<file path="src/mbf_map.vh">
`ifndef MBF_MAP_VH
`define MBF_MAP_VH
// ----------------------------------------------------------------
// Host wiring modes
// ----------------------------------------------------------------
`define MBF_MODE_MUX      2'h0
`define MBF_MODE_NONMUX   2'h1
`define MBF_MODE_PAGE     2'h2
`define MBF_MODE_BURST    2'h3
// ----------------------------------------------------------------
// Second control input signal kinds
// ----------------------------------------------------------------
`define MBF_RD_STROBE     2'h0
`define MBF_RD_ECLK       2'h1
`define MBF_RD_DSTROBE    2'h2
`define MBF_RD_PSEL       2'h3
// ----------------------------------------------------------------
// Timing in ns and derived cycles at 200 MHz
// ----------------------------------------------------------------
`define MBF_CLK_PERIOD_NS 5
`define MBF_T_ADDR_NS     10
`define MBF_T_STRB_NS     20
`define MBF_T_HOLD_NS     10
`define MBF_ADDR_CYC      ((`MBF_T_ADDR_NS + `MBF_CLK_PERIOD_NS - 1) / `MBF_CLK_PERIOD_NS)
`define MBF_STRB_CYC      ((`MBF_T_STRB_NS + `MBF_CLK_PERIOD_NS - 1) / `MBF_CLK_PERIOD_NS)
`define MBF_HOLD_CYC      ((`MBF_T_HOLD_NS + `MBF_CLK_PERIOD_NS - 1) / `MBF_CLK_PERIOD_NS)
`define MBF_RESET_CYC     8'h10
`define MBF_CNT_W         8
`endif

</file>
<file path="src/mbf_host.v">
`timescale 1ns/1ps
`default_nettype none
`include "mbf_map.vh"

// Function
// - Multiplexed host: shared low byte on lower port, high byte upper.
// - Non-multiplexed host: A0-7 lower, A8-15 upper, data on separate port.
// - Page mode: plain low address lower, data with high byte upper.
// - Burst mode: A4-11 with D0-7 lower, A12-19 with D8-15 upper.
// - First control input: active-low write strobe or read/write direction.
// - Second control input: read strobe, E clock, data strobe or program-select.
// - Over sixteen address bits with program-select as read: route it second.
// - Reset input held low while power is first applied.
module mbf_host (
  input  wire        mclk_i,
  input  wire        rst_n_i,
  input  wire [1:0]  mode_i,
  input  wire [1:0]  rd_kind_i,
  input  wire        use_rw_i,
  input  wire        fetch_sel_i,
  input  wire        req_i,
  input  wire        req_we_i,
  input  wire        req_fetch_i,
  input  wire [19:0] req_addr_i,
  input  wire [15:0] req_wdata_i,
  output wire        req_ready_o,
  output reg  [15:0] rsp_rdata_o,
  output reg         rsp_valid_o,
  output reg         dev_reset_n_o,
  output reg         addr_latch_o,
  output reg         ctrl_input_write_o,
  output reg         ctrl_input_read_o,
  output reg         ctrl_input_fetch_o,
  output reg  [7:0]  lower_addr_data_port_o,
  output reg         lower_addr_data_port_oe_n_o,
  input  wire [7:0]  lower_addr_data_port_i,
  output reg  [7:0]  upper_addr_data_port_o,
  output reg         upper_addr_data_port_oe_n_o,
  input  wire [7:0]  upper_addr_data_port_i,
  output reg  [7:0]  data_port_o,
  output reg         data_port_oe_n_o,
  input  wire [7:0]  data_port_i
);

  // ----------------------------------------------------------------
  // Sequencer states
  // ----------------------------------------------------------------
  localparam ST_RESET = 3'h0;
  localparam ST_IDLE  = 3'h1;
  localparam ST_ADDR  = 3'h2;
  localparam ST_STRB  = 3'h3;
  localparam ST_HOLD  = 3'h4;

  // Counter load values, sized to the counter so no bits are dropped silently.
  localparam [`MBF_CNT_W-1:0] ADDR_LD = `MBF_ADDR_CYC - 1;
  localparam [`MBF_CNT_W-1:0] STRB_LD = `MBF_STRB_CYC - 1;
  localparam [`MBF_CNT_W-1:0] HOLD_LD = `MBF_HOLD_CYC - 1;

  reg  [2:0]              state_ff;
  reg  [`MBF_CNT_W-1:0]   cnt_ff;
  reg                     we_ff;
  reg                     fetch_ff;
  reg  [19:0]             addr_ff;
  reg  [15:0]             wdata_ff;
  reg  [1:0]              mode_ff;
  reg  [1:0]              kind_ff;
  reg                     rw_ff;
  reg                     fsel_ff;
  reg                     strobe;
  reg                     rd_act;
  reg                     wr_act;
  reg  [7:0]              lo_addr;
  reg  [7:0]              hi_addr;

  assign req_ready_o = (state_ff == ST_IDLE);

  // ----------------------------------------------------------------
  // Address byte placement per wiring mode
  // ----------------------------------------------------------------
  always @* begin
    case (mode_ff)
      `MBF_MODE_BURST: begin
        lo_addr = addr_ff[11:4];
        hi_addr = addr_ff[19:12];
      end
      default: begin
        lo_addr = addr_ff[7:0];
        hi_addr = addr_ff[15:8];
      end
    endcase
  end

  always @* begin
    strobe = (state_ff == ST_STRB);
    rd_act = strobe && !we_ff;
    wr_act = strobe && we_ff;
  end

  // ----------------------------------------------------------------
  // Sequencer
  // ----------------------------------------------------------------
  always @(posedge mclk_i) begin
    if (!rst_n_i) begin
      state_ff      <= ST_RESET;
      cnt_ff        <= `MBF_RESET_CYC;
      dev_reset_n_o <= 1'b0;
      we_ff         <= 1'b0;
      fetch_ff      <= 1'b0;
      addr_ff       <= 20'h00000;
      wdata_ff      <= 16'h0000;
      mode_ff       <= `MBF_MODE_MUX;
      kind_ff       <= `MBF_RD_STROBE;
      rw_ff         <= 1'b0;
      fsel_ff       <= 1'b0;
      rsp_valid_o   <= 1'b0;
      rsp_rdata_o   <= 16'h0000;
    end else begin
      rsp_valid_o <= 1'b0;
      case (state_ff)
        ST_RESET: begin
          if (cnt_ff == 8'h00) begin
            dev_reset_n_o <= 1'b1;
            state_ff      <= ST_IDLE;
          end else begin
            cnt_ff <= cnt_ff - 8'h01;
          end
        end
        ST_IDLE: begin
          if (req_i) begin
            we_ff    <= req_we_i;
            fetch_ff <= req_fetch_i && !req_we_i;
            addr_ff  <= req_addr_i;
            wdata_ff <= req_wdata_i;
            mode_ff  <= mode_i;
            kind_ff  <= rd_kind_i;
            rw_ff    <= use_rw_i;
            fsel_ff  <= fetch_sel_i;
            cnt_ff   <= ADDR_LD;
            state_ff <= ST_ADDR;
          end
        end
        ST_ADDR: begin
          if (cnt_ff == 8'h00) begin
            cnt_ff   <= STRB_LD;
            state_ff <= ST_STRB;
          end else begin
            cnt_ff <= cnt_ff - 8'h01;
          end
        end
        ST_STRB: begin
          if (cnt_ff == 8'h00) begin
            if (!we_ff) begin
              rsp_valid_o <= 1'b1;
              if (mode_ff == `MBF_MODE_NONMUX) begin
                rsp_rdata_o <= {8'h00, data_port_i};
              end else if (mode_ff == `MBF_MODE_PAGE) begin
                rsp_rdata_o <= {8'h00, upper_addr_data_port_i};
              end else if (mode_ff == `MBF_MODE_BURST) begin
                rsp_rdata_o <= {upper_addr_data_port_i, lower_addr_data_port_i};
              end else begin
                rsp_rdata_o <= {8'h00, lower_addr_data_port_i};
              end
            end
            cnt_ff   <= HOLD_LD;
            state_ff <= ST_HOLD;
          end else begin
            cnt_ff <= cnt_ff - 8'h01;
          end
        end
        ST_HOLD: begin
          if (cnt_ff == 8'h00) begin
            state_ff <= ST_IDLE;
          end else begin
            cnt_ff <= cnt_ff - 8'h01;
          end
        end
        default: begin
          state_ff <= ST_IDLE;
        end
      endcase
    end
  end

  // ----------------------------------------------------------------
  // Pin drive, registered
  // ----------------------------------------------------------------
  always @(posedge mclk_i) begin
    if (!rst_n_i) begin
      addr_latch_o                <= 1'b0;
      ctrl_input_write_o          <= 1'b1;
      ctrl_input_read_o           <= 1'b1;
      ctrl_input_fetch_o          <= 1'b1;
      lower_addr_data_port_o      <= 8'h00;
      lower_addr_data_port_oe_n_o <= 1'b1;
      upper_addr_data_port_o      <= 8'h00;
      upper_addr_data_port_oe_n_o <= 1'b1;
      data_port_o                 <= 8'h00;
      data_port_oe_n_o            <= 1'b1;
    end else begin
      // The latch strobe rises with the address phase and falls before the strobe.
      addr_latch_o <= (state_ff == ST_IDLE) && req_i;
      // Lower port: address, then data when it is shared with the low byte.
      if (state_ff == ST_IDLE && req_i) begin
        lower_addr_data_port_oe_n_o <= 1'b0;
        upper_addr_data_port_oe_n_o <= 1'b0;
        lower_addr_data_port_o      <= (mode_i == `MBF_MODE_BURST) ? req_addr_i[11:4] : req_addr_i[7:0];
        upper_addr_data_port_o      <= (mode_i == `MBF_MODE_BURST) ? req_addr_i[19:12] : req_addr_i[15:8];
      end else if (state_ff == ST_ADDR && cnt_ff == 8'h00) begin
        case (mode_ff)
          `MBF_MODE_MUX: begin
            lower_addr_data_port_oe_n_o <= !we_ff;
            lower_addr_data_port_o      <= wdata_ff[7:0];
            upper_addr_data_port_o      <= hi_addr;
          end
          `MBF_MODE_PAGE: begin
            upper_addr_data_port_oe_n_o <= !we_ff;
            upper_addr_data_port_o      <= wdata_ff[7:0];
            lower_addr_data_port_o      <= lo_addr;
          end
          `MBF_MODE_BURST: begin
            lower_addr_data_port_oe_n_o <= !we_ff;
            upper_addr_data_port_oe_n_o <= !we_ff;
            lower_addr_data_port_o      <= wdata_ff[7:0];
            upper_addr_data_port_o      <= wdata_ff[15:8];
          end
          default: begin
            data_port_oe_n_o <= !we_ff;
            data_port_o      <= wdata_ff[7:0];
          end
        endcase
      end else if (state_ff == ST_HOLD && cnt_ff == 8'h00) begin
        lower_addr_data_port_oe_n_o <= 1'b1;
        upper_addr_data_port_oe_n_o <= 1'b1;
        data_port_oe_n_o            <= 1'b1;
      end
      // First control input: write strobe or read/write direction.
      if (rw_ff) begin
        ctrl_input_write_o <= (state_ff == ST_IDLE) ? 1'b1 : !we_ff;
      end else begin
        ctrl_input_write_o <= !(state_ff == ST_ADDR && cnt_ff == 8'h00 ? we_ff : wr_act && cnt_ff != 8'h00);
      end
      // Second control input: read-type signal per configured kind.
      case (kind_ff)
        `MBF_RD_ECLK:    ctrl_input_read_o <= (state_ff == ST_ADDR && cnt_ff == 8'h00) || (strobe && cnt_ff != 8'h00);
        `MBF_RD_DSTROBE: ctrl_input_read_o <= !((state_ff == ST_ADDR && cnt_ff == 8'h00) || (strobe && cnt_ff != 8'h00));
        `MBF_RD_PSEL:    ctrl_input_read_o <= !((state_ff == ST_ADDR && cnt_ff == 8'h00 && !we_ff) || (rd_act && cnt_ff != 8'h00));
        default:         ctrl_input_read_o <= !((state_ff == ST_ADDR && cnt_ff == 8'h00 && !we_ff) || (rd_act && cnt_ff != 8'h00));
      endcase
      // Third control input: code-fetch select, or a generic level.
      if (fsel_ff) begin
        ctrl_input_fetch_o <= !((state_ff == ST_ADDR && cnt_ff == 8'h00 && fetch_ff) || (rd_act && fetch_ff && cnt_ff != 8'h00));
      end else begin
        ctrl_input_fetch_o <= fetch_sel_i;
      end
    end
  end

endmodule
`default_nettype wire

</file>
<file path="config.mk">
export PLATFORM = sky130hd
export DESIGN_NAME = mbf_host
export DESIGN_NICKNAME = d
export VERILOG_FILES = /design/src/mbf_host.v
export VERILOG_INCLUDE_DIRS = /design/src
export SDC_FILE = /design/constraint.sdc
export NUM_CORES = 1
export LEC_CHECK = 0
export BUFFER_PORTS_ARGS = -buffer_cell sky130_fd_sc_hd__buf_4
export CAP_MARGIN = 15
export CORE_MARGIN = 2
export CORE_UTILIZATION = 40
export CTS_BUF_LIST = sky130_fd_sc_hd__clkbuf_8
export CTS_CLUSTER_DIAMETER = 40
export CTS_CLUSTER_SIZE = 10
export DETAILED_ROUTE_END_ITERATION = 10
export PLACE_DENSITY = 0.74
export SLEW_MARGIN = 30
export SYNTH_ARGS = -nofsm -noshare
export SYNTH_HDL_FRONTEND = slang
export SYNTH_SLANG_ARGS = --single-unit
export TNS_END_PERCENT = 20
</file>
<file path="constraint.sdc">
create_clock -name mclk_i -period 2.2 [get_ports mclk_i]
set_input_delay 0.66 -clock mclk_i [delete_from_list [all_inputs] [get_ports mclk_i]]
set_output_delay 0.66 -clock mclk_i [all_outputs]
set_load 0.02 [all_outputs]
</file>
Word-level counts from Yosys, hierarchy flattened:

Cells that the tools add are included.

* register bits: 100

* add/sub/neg operators: 1
* equality and inequality tests: 18
* muxes and demuxes: 36
* bitwise gates (word level): 3
* reduce and logical (&&, ||, !) cells: 48

Operators with widths (count)
* $mux W8: 10
* $mux W16: 3
* $pmux W8 S4: 1
* $pmux W8 S3: 1
* $pmux W8 S2: 1
* $reduce_and A3 Y1: 5
* $mux W1: 14
* $logic_and A1 B1 Y1: 13
* $mux W3: 4
* $pmux W3 S4: 1
* $reduce_and A2 Y1: 6
* $eq A2 B2 Y1 const B: 4
* $logic_not A8 Y1: 1
* $ne A2 B2 Y1 const B: 4
* $reduce_bool A4 Y1: 2
* $reduce_bool A8 Y1: 1
* $sub A8 B1 Y8 const B: 1
* $eq A3 B2 Y1 const B: 2
* $logic_not A1 Y1: 6
* $ne A3 B3 Y1 const B: 2
* $reduce_bool A3 Y1: 2
* $reduce_or A2 Y1: 3
* $eq A2 B1 Y1 const B: 2
* $ne A2 B1 Y1 const B: 2
* other kinds (10): 15

Logic depth before layout (Yosys ltp):

* depth in word-level cells: 7
* mapped depth: 8

Worst setup path before layout:

Ideal clock, no wire load.

* path kind: reg-to-output
* from: reg state_ff[0]
* to: out req_ready_o
* data arrival time: 1.340 ns
* data required time: 1.540 ns
* path slack: 0.200 ns
* stages on the path, launching flop included: 4
* path through: dfxtp_1 -> clkbuf_1 -> inv_1 -> nor3_1

* word-level cells in the longest chain between the ends: 1

Ends and longest elaborated chain
* start, declared: line mbf_host.v:59 `reg [2:0] state_ff;`
* start signal, assigned: line mbf_host.v:104 `state_ff <= ST_RESET;`
* start signal, assigned: line mbf_host.v:123 `state_ff <= ST_IDLE;`
* start signal, assigned: line mbf_host.v:139 `state_ff <= ST_ADDR;`
* $eq A3 B1 Y1: line mbf_host.v:75 `assign req_ready_o = (state_ff == ST_IDLE);`
* end, declared: line mbf_host.v:26 `output wire req_ready_o,`

Every way passes these cells.

Final worst setup path:

* from: reg cnt_ff[1]
* to: reg cnt_ff[6]

* word-level cells in the longest chain between the ends: 3
* elaborated cells between the ends (all ways): 8

Ends and longest elaborated chain
* start, declared: line mbf_host.v:60 `` reg [`MBF_CNT_W-1:0] cnt_ff; ``
* start signal, assigned: line mbf_host.v:105 `` cnt_ff <= `MBF_RESET_CYC; ``
* start signal, assigned: line mbf_host.v:125 `cnt_ff <= cnt_ff - 8'h01;`
* start signal, assigned: line mbf_host.v:147 `cnt_ff <= cnt_ff - 8'h01;`
* $sub A8 B1 Y8 / $logic_not A8 Y1 (equally long branches)
* $mux W8, or another cell as far along: line mbf_host.v:121, mbf_host.v:171
* $pmux W8 S4 / $reduce_and A3 Y1 (equally long branches)

Several ways; a longest one is shown, not always the timed one. The select of a mux whose other input is x is not followed.
A chain may end at the register's enable or synchronous reset.

==> metrics.cfg <==
[drt]
antenna_violating_nets_post_route = 0
final_routed_drc_violation_total = 0
drt_first_pass_iters = 4
routed_wirelength_um = 13800
vias_per_cell = 5.38
routed-via-count = 4651
drt_first_iter_violations = 262
detail_route.wl_per_cell_um = 16.0

[yosys]
synth_ff_type = sky130_fd_sc_hd__dfxtp_1
syn-mean-instance-area_um2 = 8.56
synth_area_leader_cell = sky130_fd_sc_hd__dfxtp_1
most_used_standard_cell_by_instance_count_after_synthesis = sky130_fd_sc_hd__nand2_1
syn_nets = 665
synth_compound_area_share_pct = 23.0
synth_enable_flop_cells = 0
netlist_area_pre_place_um2 = 5010
synth-adder-area-share_pct = 2.00
synth-simple-area-share_pct = 23.3
synth_top_area_share_pct = 39.9
yosys.area_share.xor_xnor_pct = 0
synth_top_family_by_area = simple AND/OR/NAND/NOR gates
syn-instance-count = 586
synth_area_leaders = sky130_fd_sc_hd__dfxtp_1, sky130_fd_sc_hd__a21boi_0, sky130_fd_sc_hd__nand2_1, sky130_fd_sc_hd__mux2_2, sky130_fd_sc_hd__nand3_1
ys_async_sr_fraction_pct = 0
synth_cell_types = 58
synth.yosys.warnings = 0
ys_top_cells_by_count = sky130_fd_sc_hd__nand2_1, sky130_fd_sc_hd__dfxtp_1, sky130_fd_sc_hd__a21boi_0
ys_ff_latch = 100
synth_seq_area_share_pct = 39.9
synth_mux_area_share_pct = 7.21

[die]
floorplan.io_pins = 121
dieWidth_um = 116
floorplan.initialDensity_pct = 41.4
die_height_um = 116
floorplan_core_area_um2 = 12100
floorplan.die_area_um2 = 13400
num_rows = 40

[min_path]
min_from = addr_ff[7]
hold_path_end = addr_ff[7]
hold_path.class = reg2reg
holdPathStages = 2

[final_layout]
layoutNonFillerInstCount = 864
num_antenna_cells = 0
final_layout_size_suffix_gt1_share_pct = 26.7
flow.area_growth_from_synthesis_pct = 26.1
finish.net_count = 772

[worst_setup_path]
worst_path_dominant_cell_family = simple AND/OR/NAND/NOR gates
timing.reg2reg.setup_slack_ns = 0.06
setup.worst_path.end_class = flip-flop
crit_type = reg2reg
slowest_stage = sky130_fd_sc_hd__or3b_1
slowest_delay_ns = 0.53
worst_r2r_endpoint = cnt_ff[6]
worst-endpoint-required_ns = 2.52
setup.worst_path.start_class = flip-flop
timing.critical_path.cells = inv_1 > ha_1 > or3b_1 > or3_1 > or4_1 > a21oi_1
timing.critical_path.arrival_ns = 2.46
timing.critical_path.from = cnt_ff[1]
critical_path_peak_fanout = 9
r2r_start = cnt_ff[1]
crit_buf_inv = 1
ff2ff_path_depth = 6

[global_routing]
grt_util_all_layers_pct = 20.9
gr_overflow_total = 0
grt_pass1_wl_um = 22000
initial_antenna_violation_count = 0
grt_start_max_net_pins = 84
first_global_vias = 4477

[sta]
worst_hold_slack_ns = 0.468
worst_slew_pin_slew_ns = 0.614
clock.fmax_mhz = 467
fin_tns_setup_ns = 0
period_minus_slack_ns = 2.14
timing_hold_violations_final = 0
setup_viol = 0
final-max-slew-violation-count = 0
unrepaired_setup_endpoints_after_global_routing = true
slew_headroom_pct = 59.0
fin_crit_sh_pct = 97.4
fin_skew_ns = 0.00658

[cts]
clk_root_buffer_cell = sky130_fd_sc_hd__clkbuf_8
htreeDepth = 3
clk_pin_slew_ns = 0.09
post_cts.repair.setup_buffers = 0
clk_latency_ns = 0.38
tritoncts.num_buffers = 9
cts_num_sinks = 100
max-clock-path-buffers = 2
postCtsHoldBufs = 0
cts_tree = built

[placement]
hpwlAfterDp_um = 9930
placed_cells = 850
place_congestion = 0.819
io_buffers = 120

[power_and_ir_drop]
post-layout-total-power_mw = 3.82
peakVddDrop_v = 0.000386
power-per-cell-area_nw_per_um2 = 605
p_leak_nw = 2.41

[job]
cap_violations = 0

[run_status]
outcome = finished clean

==> cells in the final DEF, fill, tap and decap left out, types with 10 or more instances in the layout <==
master	n
sky130_fd_sc_hd__nand3_1	35
sky130_fd_sc_hd__a211oi_1	18
sky130_fd_sc_hd__nor2b_1	14
sky130_fd_sc_hd__clkbuf_8	12
sky130_fd_sc_hd__mux2i_1	17
sky130_fd_sc_hd__dfxtp_1	100
sky130_fd_sc_hd__a21oi_1	10
sky130_fd_sc_hd__nand4_1	10
sky130_fd_sc_hd__a21boi_0	63
sky130_fd_sc_hd__buf_4	141
sky130_fd_sc_hd__nand2_1	118
sky130_fd_sc_hd__inv_1	10
sky130_fd_sc_hd__mux2_2	17
sky130_fd_sc_hd__o21ai_0	14
sky130_fd_sc_hd__o211ai_1	11
==> routing by layer <==
layer	part of all wire (%)	GRT usage, %	wire length, µm	vias to the layer above
met4	1.7	5.87	232	0
li1	-	-	-	2307
met1	45	26.1	6210	2202
met5	0	0	0	-
met2	48	34.8	6590	123
met3	5.8	6.49	806	19
==> how the worst max path moves through the flow <==
stage                                           end  cells after the start
after global routing      upper_addr_data_port_o[3]                      6
after detailed placement  upper_addr_data_port_o[4]                      6
final                                     cnt_ff[6]                      6
after global placement                    cnt_ff[6]                      6
after floorplan                         req_ready_o                      3
after CTS                 upper_addr_data_port_o[4]                      6
==> state kept, by name, summed over array words and instances (netlist names), 2 cells and up <==
name                    count
rsp_rdata_o                16
cnt_ff                      8
lower_addr_data_port_o      8
data_port_o                 8
addr_ff                    16
mode_ff                     2
wdata_ff                   16
upper_addr_data_port_o      8
state_ff                    3
kind_ff                     2
==> area by class of cell <==
class,count,area (µm²)
fill,1140,5790
multi-input combinational,430,2800
sequential,100,2000
timing repair buffer,143,1100
tap,168,210
clock buffer,12,165
inverter,9,33.8
clock inverter,2,11.3
==> logic make-up (layout without fill, tap and decap cells) <==
kind of cell | Yosys count | after routing
buf+inv | 56 | 166
flops | 100 | 100
mux | 34 | 34
compound gates | 155 | 155
simple gates | 233 | 233
fa+ha+maj | 8 | 8
==> through the flow <==
stage	worst slack [ns]	area (µm²)	util (%)
floorplan	0.200	5010	-
global placement	0.194	6140	50.7
detailed placement	0.0608	6140	50.7
CTS	0.0589	6320	52.1
global route	-0.0578	6320	52.2
finish	0.0573	6320	52.2
==> worst register-to-register path, cell delays in order, from the launching register on <==
cell and delay [ns]:
sky130_fd_sc_hd__dfxtp_1 0.32, sky130_fd_sc_hd__inv_1 0.08, sky130_fd_sc_hd__ha_1 0.19, sky130_fd_sc_hd__or3b_1 0.53, sky130_fd_sc_hd__or3_1 0.39, sky130_fd_sc_hd__or4_1 0.41, sky130_fd_sc_hd__a21oi_1 0.16
==> where the power goes <==
| group | switching (mW) | leakage (nW) | internal [mW] |
|---|---|---|---|
| Sequential | 0.0679 | 0.807 | 1.87 |
| Clock | 0.626 | 0.0918 | 0.489 |
| Combinational | 0.426 | 1.51 | 0.345 |
==> repair_timing <==
item	CTS	global route
hold endpoints to repair	0	0
endpoints found under the setup margin	0	9
gates resized for setup	0	2
Note: power is estimated with default switching activity, not from simulation.
